==> src/pmws_pkg.sv <==
/*
 Package for the power mode, watchdog and suspend timer block.
 Assumes a 20 MHz single clock; slow RC rate derived by an enable divider.
*/
package pmws_pkg;
	// Register offsets
	localparam logic [7:0] clock_control_off   = 8'h0e;
	localparam logic [7:0] watchdog_control_off = 8'h0f;
	localparam logic [7:0] suspend_control_off  = 8'h05;
	// Watchdog control fields
	localparam int wd_restart_bit   = 0;
	localparam int wd_reset_en_bit  = 1;
	localparam int wd_reset_flg_bit = 2;
	localparam int wd_int_flg_bit   = 3;
	localparam int wd_sel_lo_bit    = 4;
	localparam int wd_int_en_bit    = 6;
	localparam int wd_por_bit       = 7;
	// Suspend control fields
	localparam int conv_en_bit      = 0;
	localparam int susp_sel_lo_bit  = 1;
	// Reset values
	localparam logic [7:0] watchdog_control_rst = 8'h80;
	localparam logic [7:0] suspend_control_rst  = 8'h00;
	localparam logic [7:0] clock_control_rst    = 8'h00;
	// Timing
	localparam int clk_hz          = 20000000;
	localparam int slow_hz         = 70000;
	localparam int slow_div_cycles = clk_hz / slow_hz;
	localparam int wd_late_ticks   = 512;
	localparam int restart_delay_us = 1000;
	localparam int restart_delay_cycles = restart_delay_us * (clk_hz / 1000000);
	// Suspend timeouts in ms, converted to slow ticks
	localparam int susp_ms_0 = 500;
	localparam int susp_ms_1 = 1000;
	localparam int susp_ms_2 = 2000;
	localparam logic [17:0] susp_ticks_0 = 18'(susp_ms_0 * slow_hz / 1000);
	localparam logic [17:0] susp_ticks_1 = 18'(susp_ms_1 * slow_hz / 1000);
	localparam logic [17:0] susp_ticks_2 = 18'(susp_ms_2 * slow_hz / 1000);

	typedef enum logic [1:0] {pmws_brownout, pmws_cpu, pmws_analog, pmws_sleep} pmws_mode_e;

	typedef struct packed {
		logic       write;
		logic       read;
		logic [7:0] addr;
		logic [7:0] wdata;
	} pmws_bus_s;

	typedef struct packed {
		logic ext_irq;
		logic serial_irq;
		logic port_irq;
		logic int_irq;
		logic ext_reset;
	} pmws_wake_s;
endpackage

==> src/pmws_top.sv <==
/*
 Power mode sequencer with watchdog and suspend timer.
 Assumes a plain register port, pin-level wake inputs, and a core issuing STOP.
*/
`timescale 1ns/1ps
module pmws_top (
	// Clock and reset
	input  wire logic                clock,
	input  wire logic                rst,
	// Register port
	input  wire pmws_pkg::pmws_bus_s bus,
	output logic [7:0]               rdata,
	// Core and pins
	input  wire logic                cpu_stop,
	input  wire logic                supply_ok_pin,
	input  wire pmws_pkg::pmws_wake_s wake_pin,
	input  wire logic                brownout_int_en,
	input  wire logic                interval_timer_run,
	// Status outputs
	output pmws_pkg::pmws_mode_e     mode,
	output logic                     cpu_run,
	output logic                     converter_run_enable,
	output logic                     slow_rc_clock_on,
	output logic                     watchdog_irq,
	output logic                     watchdog_reset,
	output logic                     brownout_irq
);
	logic [1:0] ok_sync;
	pmws_pkg::pmws_wake_s wake_s1;
	pmws_pkg::pmws_wake_s wake_s2;
	logic       supply_ok;
	logic [7:0] wd_ctl;
	logic [2:0] susp_ctl;
	logic [8:0] div_cnt;
	logic       slow_tick;
	logic [21:0] wd_cnt;
	logic [9:0]  late_cnt;
	logic        late_run;
	logic [17:0] susp_cnt;
	logic [17:0] susp_limit;
	logic        susp_expire;
	logic [15:0] bo_cnt;
	logic        wd_int_en;
	logic        wd_rst_en;
	logic        wd_tmo;
	logic        any_wake;
	logic        set_conv;
	logic        wr_wd;
	logic        wr_su;
	logic        div_run;
	logic        sleep_wake;

	// Pin synchronisers
	always_ff @(posedge clock) begin
		ok_sync <= {ok_sync[0], supply_ok_pin};
		wake_s1 <= wake_pin;
		wake_s2 <= wake_s1;
	end
	assign supply_ok = ok_sync[1];
	assign wr_wd = bus.write && bus.addr == pmws_pkg::watchdog_control_off;
	assign wr_su = bus.write && bus.addr == pmws_pkg::suspend_control_off;
	assign wd_int_en = wd_ctl[pmws_pkg::wd_int_en_bit];
	assign wd_rst_en = wd_ctl[pmws_pkg::wd_reset_en_bit];

	assign slow_rc_clock_on = wd_int_en | wd_rst_en | interval_timer_run | susp_ctl[pmws_pkg::conv_en_bit];
	// Suspend timer keeps divider running
	assign div_run = slow_rc_clock_on | (susp_ctl[pmws_pkg::susp_sel_lo_bit +: 2] != 2'h0);

	always_ff @(posedge clock) begin
		if (rst || !div_run) begin
			div_cnt   <= '0;
			slow_tick <= 1'b0;
		end else if (div_cnt == 9'(pmws_pkg::slow_div_cycles - 1)) begin
			div_cnt   <= '0;
			slow_tick <= 1'b1;
		end else begin
			div_cnt   <= div_cnt + 9'h001;
			slow_tick <= 1'b0;
		end
	end

	always_comb begin
		unique case (wd_ctl[pmws_pkg::wd_sel_lo_bit +: 2])
			2'h0: wd_tmo = wd_cnt[12];
			2'h1: wd_tmo = wd_cnt[15];
			2'h2: wd_tmo = wd_cnt[18];
			2'h3: wd_tmo = wd_cnt[21];
		endcase
	end

	always_ff @(posedge clock) begin
		if (rst || (wr_wd && bus.wdata[pmws_pkg::wd_restart_bit])) begin
			wd_cnt   <= '0;
			late_cnt <= '0;
			late_run <= 1'b0;
		end else if (slow_tick) begin
			if (!late_run && wd_tmo) begin
				late_run <= 1'b1;
			end else if (late_run) begin
				late_cnt <= late_cnt + 10'h001;
			end
			if (!late_run) begin
				wd_cnt <= wd_cnt + 22'h000001;
			end
		end
	end

	always_ff @(posedge clock) begin
		if (rst) begin
			watchdog_reset <= 1'b0;
		end else begin
			watchdog_reset <= wd_rst_en && late_run && slow_tick
				&& late_cnt == 10'(pmws_pkg::wd_late_ticks - 1);
		end
	end

	always_ff @(posedge clock) begin
		if (rst) begin
			wd_ctl <= pmws_pkg::watchdog_control_rst;
		end else begin
			if (wr_wd) begin
				wd_ctl <= {bus.wdata[7:1], 1'b0};
			end
			if (wd_int_en && slow_tick && !late_run && wd_tmo) begin
				wd_ctl[pmws_pkg::wd_int_flg_bit] <= 1'b1;
			end
			if (watchdog_reset) begin
				wd_ctl[pmws_pkg::wd_reset_flg_bit] <= 1'b1;
			end
		end
	end
	assign watchdog_irq = wd_ctl[pmws_pkg::wd_int_flg_bit];

	always_comb begin
		unique case (susp_ctl[pmws_pkg::susp_sel_lo_bit +: 2])
			2'h0: susp_limit = '0;
			2'h1: susp_limit = pmws_pkg::susp_ticks_0;
			2'h2: susp_limit = pmws_pkg::susp_ticks_1;
			2'h3: susp_limit = pmws_pkg::susp_ticks_2;
		endcase
	end

	// Suspend counter, ticks while sleeping
	always_ff @(posedge clock) begin
		if (rst || mode != pmws_pkg::pmws_sleep || susp_limit == '0) begin
			susp_cnt    <= '0;
			susp_expire <= 1'b0;
		end else if (slow_tick && susp_cnt + 18'h00001 >= susp_limit) begin
			susp_cnt    <= '0;
			susp_expire <= 1'b1;
		end else begin
			if (slow_tick) begin
				susp_cnt <= susp_cnt + 18'h00001;
			end
			susp_expire <= 1'b0;
		end
	end

	always_ff @(posedge clock) begin
		if (rst) begin
			susp_ctl <= pmws_pkg::suspend_control_rst[2:0];
		end else begin
			if (wr_su) begin
				susp_ctl <= bus.wdata[2:0];
			end
			if (set_conv) begin
				susp_ctl[pmws_pkg::conv_en_bit] <= 1'b1;
			end
		end
	end
	assign converter_run_enable = susp_ctl[pmws_pkg::conv_en_bit];

	assign any_wake = wake_s2.ext_irq | wake_s2.int_irq | wake_s2.ext_reset | watchdog_irq;
	assign sleep_wake = wake_s2.serial_irq | wake_s2.port_irq | wake_s2.ext_reset;
	assign set_conv = mode == pmws_pkg::pmws_sleep && susp_expire && !sleep_wake;

	always_ff @(posedge clock) begin
		if (rst) begin
			mode         <= pmws_pkg::pmws_brownout;
			bo_cnt       <= '0;
			brownout_irq <= 1'b0;
		end else begin
			unique case (mode)
				pmws_pkg::pmws_brownout: begin
					if (supply_ok) begin
						mode   <= pmws_pkg::pmws_cpu;
						bo_cnt <= '0;
						brownout_irq <= brownout_int_en;
					end else if (bo_cnt == 16'(pmws_pkg::restart_delay_cycles - 1)) begin
						mode   <= pmws_pkg::pmws_sleep;
						bo_cnt <= '0;
					end else begin
						bo_cnt <= bo_cnt + 16'h0001;
					end
				end
				pmws_pkg::pmws_cpu: begin
					brownout_irq <= 1'b0;
					if (!supply_ok) begin
						mode <= pmws_pkg::pmws_brownout;
					end else if (cpu_stop) begin
						if (converter_run_enable || interval_timer_run || wd_int_en || wd_rst_en) begin
							mode <= pmws_pkg::pmws_analog;
						end else begin
							mode <= pmws_pkg::pmws_sleep;
						end
					end
				end
				pmws_pkg::pmws_analog: begin
					if (!supply_ok) begin
						mode <= pmws_pkg::pmws_brownout;
					end else if (any_wake) begin
						mode <= pmws_pkg::pmws_cpu;
					end else if (!converter_run_enable && !interval_timer_run && !wd_int_en && !wd_rst_en) begin
						// idle analog falls back to sleep
						mode <= pmws_pkg::pmws_sleep;
					end
				end
				pmws_pkg::pmws_sleep: begin
					// serial, port or external reset wake via brownout
					if (sleep_wake) begin
						mode <= pmws_pkg::pmws_brownout;
					end else if (susp_expire) begin
						mode <= pmws_pkg::pmws_analog;
					end
				end
			endcase
		end
	end
	assign cpu_run = mode == pmws_pkg::pmws_cpu;

	always_ff @(posedge clock) begin
		if (rst) begin
			rdata <= '0;
		end else if (bus.read) begin
			unique case (bus.addr)
				pmws_pkg::watchdog_control_off: rdata <= wd_ctl;
				pmws_pkg::suspend_control_off:  rdata <= {5'h00, susp_ctl};
				pmws_pkg::clock_control_off:    rdata <= pmws_pkg::clock_control_rst;
				default:                        rdata <= 8'h00;
			endcase
		end else begin
			rdata <= 8'h00;
		end
	end
endmodule

==> config.mk <==
export PLATFORM = sky130hd
export DESIGN_NAME = pmws_top
export DESIGN_NICKNAME = d
export VERILOG_FILES = /design/src/pmws_pkg.sv /design/src/pmws_top.sv
export SDC_FILE = /design/constraint.sdc
export NUM_CORES = 1
export LEC_CHECK = 0
export ABC_AREA = 1
export BUFFER_PORTS_ARGS = -buffer_cell sky130_fd_sc_hd__buf_4
export CAP_MARGIN = 20
export CORE_UTILIZATION = 40
export CTS_CLUSTER_DIAMETER = 80
export DETAILED_ROUTE_END_ITERATION = 6
export SLEW_MARGIN = 20
export SYNTH_ARGS = -nofsm -noshare
export SYNTH_HDL_FRONTEND = slang
export SYNTH_SLANG_ARGS = --single-unit
==> constraint.sdc <==
create_clock -name clock -period 2.5 [get_ports clock]
set_clock_uncertainty 0.05 [all_clocks]
set_input_delay 0.5 -clock clock [delete_from_list [all_inputs] [get_ports clock]]
set_output_delay 0.5 -clock clock [all_outputs]
set_load 0.03 [all_outputs]
Word level (Yosys, flattened, before mapping) --
Index checks and enable logic that the tools add are counted. Widths: inputs -> output; s select.
Word-level totals: flip-flop bits (word level) 112, input port bits 29, word-level logic and storage cells 138
Operators by class: add/sub/neg operators 5, order comparisons 1, eq/ne operators 20, muxes and demuxes 25, bitwise operators 12, reductions and logical operators 47
Operator list (count):
- $pmux 18 s4 | 1
- $mux 16 | 2
- $add 22x1->22 const B | 1
- $add 18x1->18 const B | 1
- $ge 18x18->1 | 1
- $logic_not 18->1 | 1
- $mux 2 | 9
- $add 16x1->16 const B | 1
- $eq 16x15->1 const B | 1
- $logic_and 1x1->1 | 16
- $pmux 8 s2 | 1
- $eq 2x2->1 const B | 6
- $add 10x1->10 const B | 1
- $eq 10x9->1 const B | 1
- $reduce_bool 2->1 | 5
- $add 9x1->9 const B | 1
- $eq 9x9->1 const B | 1
- $ne 3x3->1 const B | 3
- $or 1x1->1 | 9
- $eq 8x3->1 const B | 1
- $eq 8x4->1 const B | 1
- $mux 1 | 8
- $pmux 2 s4 | 1
- $logic_not 1->1 | 7
- other kinds (13) | 30

Depth between registers and ports, before layout --
depth after elaboration 8, depth in mapped cells 20, mapped depth without buffers 19

Worst setup path before layout --
Ideal clock, no wire load.
path kind flip-flop to flip-flop, from register susp_cnt[0], to register susp_cnt[14], arrival time 2550 ps, data required time 2388 ps, path slack -162 ps, stages on the path, launching flop included 21, buffers on the path 1, cells stage by stage dfxtp_1 > ha_1 > nand3_4 > nor2_8 > nand3_1 > nor2_1 > nand2_1 > xor2_1 > ha_1 > nand2_1 > inv_1 > nand2_1 > nand2_1 > nor3_1 > nand3_1 > nand2_1 > nand3_2 > nand2_2 > nand2_4 > buf_12 > nor2_4
On the way: longest elaborated chain between the ends 4
RTL lines:
- start: declaration | RTL line pmws_top.sv:39 | logic [17:0] susp_cnt;
- start signal: assignment | RTL line pmws_top.sv:153 | susp_cnt <= susp_cnt + 18'h00001;
- $add 18x1->18 * | RTL line pmws_top.sv:148, pmws_top.sv:153
- $ge 18x18->1 | RTL line pmws_top.sv:148 | end else if (slow_tick && susp_cnt + 18'h00001 >= susp_limit) begin
- $logic_and 1x1->1 | RTL line pmws_top.sv:148
- $reduce_or 2->1 (no source line)
Every way passes the cells marked *; elsewhere a longest branch is shown, timed or not. A chain may end at the register's enable or synchronous reset.

Worst setup path in the final report --
from register susp_cnt[7], to register susp_cnt[11]
The elaborated chain is that of the path after synthesis.

==> metrics <==
status complete, but fails checks; failing checks setup timing; final hold vios 0; TritonRoute pass-1 iters 5; Critical Path AT 2.98 ns; placed cell area 6500 µm²; Chip Width 121 µm; die span in y 121 µm; Starting Density 40.9%; top post-synthesis cells by count 141 x nand2_1, 112 x dfxtp_1, 102 x inv_1; Detail Placement HPWL 9930 µm; sw power 0.825 mW; Crit path largest cell delay 0.37 ns; non-filler instance count after layout 1041; Slew Viols, Final 0; layout cells sized above 1 21.6%; DRT iter0 DRCs 264; Final Cell Area 7100 µm²; crit path time final 2.73 ns; max cap viols 0; gpl congestion 0.899; EDFF count, synth 0; routed wl met2 6560 µm; Combinational Power Share 6.4%; Global Route Usage Sum 18.9%; H-tree depth 3; yosys warns 0; Seq/Total Area, Yosys 39.5%; Area Overhead vs Synth 25.2%; worst slew pin tran 0.489 ns; Synth Register Bits 112; CP cell instances nand2_2 > nor3_2 > nand2_1 > nor3_2 > xor2_1 > ha_1 > a21oi_2 > nand2_2 > nor3_2 > nand3_1 > nand2_1 > nand3_2 > nand2_2 > nand2_4 > buf_12 > nor2_4; Die Area 14700 µm²; M1 WL 6110 µm; Post-Syn Area 5670 µm²; Async SR Flop Fraction 0%; CP endpoint kind flip-flop; setup TNS -3.87 ns; Period Utilization, post-route 109%; fmax 0.366 GHz; Peak VDD IR 406 µV; Sw Share 22.8%; crit start category flip-flop; Reg power frac 50.4%; crit-path max FO 8; Yosys cell types 44; Clk pwr share 43.2%; IO buf count 44; Via density 4.92; WL/cell 13.0 µm; Avg Cell Area, Syn 7.44 µm²; Max clock buf depth 2; Slew HR 67.1%; syn_nets 817; Max stage delay cell, worst path dfxtp_1; RSZ-0062 raised after global routing yes; Pint 2.80 mW; area leader, netlist dfxtp_1; CTS tree built; setup ws final -0.229 ns; Power Density 510 nW/µm²; nets@finish 910; Final setup viols 19; gr ovfl total 0; clock slew at reported path FFs 0.07 ns; Post-Route WL 13500 µm; core box area 13900 µm²; DRC 0; initial antenna violation count 0; Gate Count Post-Synth 763; n_diodes 0; count leader, synth nand2_1; Final ANT Viol Nets 0; largest net degree at the start of global routing 23; cell row count 43; # fillers 1351; clk sink count 112; Clock Tree Root clkbuf_16; Tightest Hold Check Type in -> reg; I/O pin cnt 45; dpl cells 1012; top sig layer met4; required time of the critical path 2.75 ns; WL met3 604 µm; global-route wire length before repair 22100 µm; vias in the first global route 4891; main flop type after synthesis dfxtp_1; Lkg Pwr 2.85 nW; Setup Crit Path Kind reg -> reg; vias 5117; ranking of synthesized cells by area dfxtp_1 40%, nand2_1 9.3%, inv_1 6.7%; CTS buffer count 9; Yosys top cell area share 39.5%; Clock Latency Late Sink 0.35 ns
==> layout make-up <==
class                      count  area, µm²  share of cell area (%)
multi-input combinational    532       3140                    44.2
inverter                     105        394                    5.55
timing repair buffer          96        766                    10.8
clock buffer                  12        246                    3.47
clock inverter                 4       76.3                    1.07
tap                          180        225                    3.17
sequential                   112       2260                    31.8
==> kinds of logic after synthesis <==
kind of cell / count (synthesis) / share of synthesized area, %
AOI/OAI and AO/OA: 107 / 10.2
xor gates and xnor gates: 30 / 4.63
adders and majority gates: 25 / 5.51
buffers and inverters: 119 / 8.36
DFF: 112 / 39.5
muxes: 2 / 0.353
and+or+nand+nor: 368 / 31.4
==> per-stage QoR <==
stage	utilization [%]	setup WS [ns]	power, mW	hold WS (ns)
global route	51.2	-0.407	3.75	0.185
global placement	46.8	-0.120	2.10	0.262
detailed placement	46.8	-0.231	2.10	0.262
finish	51.2	-0.229	3.62	0.198
floorplan	-	-0.0466	2.00	0.260
CTS	50.3	-0.160	3.67	0.181
==> state kept, by name, summed over array words and instances, names as in the netlist <==
register / flops
late_run: 1
wake_s1: 5
susp_expire: 1
div_cnt: 9
mode: 2
rdata: 8
slow_tick: 1
wake_s2: 5
brownout_irq: 1
late_cnt: 10
susp_cnt: 18
bo_cnt: 16
wd_cnt: 22
wd_ctl: 7
ok_sync: 2
susp_ctl: 3
watchdog_reset: 1
==> cell usage in the layout, fill, tap and decap left out, types with 4 or more instances in the layout <==
master     instances
nand2_1          135
dfxtp_1          107
inv_1            101
buf_4             93
nor2_1            71
a21oi_1           52
nand3_1           39
o21ai_0           34
nor3_1            23
ha_1              23
xor2_1            22
nand4_1           20
nor2_4            19
nand2_2           12
clkbuf_16          9
nor2_2             8
xnor2_1            7
nor3b_1            7
a31oi_1            5
nor4_1             5
or2_2              5
nor3_2             4
inv_2              4
nand3_2            4
nand3b_1           4
==> layer usage <==
metal | track usage, % | vias to the layer above
li1 | - | 2661
met1 | 22.9 | 2341
met2 | 32.6 | 95
met3 | 4.23 | 20
met4 | 7.10 | 0
met5 | 0 | -
==> power by group through the flow <==
stage	logic, mW	clock network (mW)	registers [mW]
3_5_place_dp	0.233	0	1.87
4_1_cts	0.234	1.61	1.82
3_3_place_gp	0.229	0	1.87
5_1_grt	0.259	1.67	1.83
6_report	0.233	1.56	1.82
2_1_floorplan	0.127	0	1.88
==> worst paths after layout <==
path,from,to,slack (ns),cells after the start
min,supply_ok_pin,ok_sync[0],0.20,1
max,susp_cnt[7],susp_cnt[11],-0.23,16
max reg2reg,susp_cnt[7],susp_cnt[11],-0.23,16
min reg2reg,ok_sync[0],ok_sync[1],0.28,0
==> worst max-delay path: cells and delay by family, from the launching register on <==
kind                       cells  cell delay (ns)
buffers and inverters          1             0.20
DFF                            1             0.37
AOI/OAI and AO/OA              1             0.21
and+or+nand+nor               12             1.28
adders and majority gates      1             0.31
xor gates and xnor gates       1             0.24
==> timing repair <==
item                                    in CTS  in global routing
pin swaps                                   11                 20
resized for setup                           27                 17
setup buffers                                6                  6
gates cloned                                 1                  0
hold buffers                                 0                  0
endpoints found under the setup margin      19                 19
(Power assumes the default switching activity.)
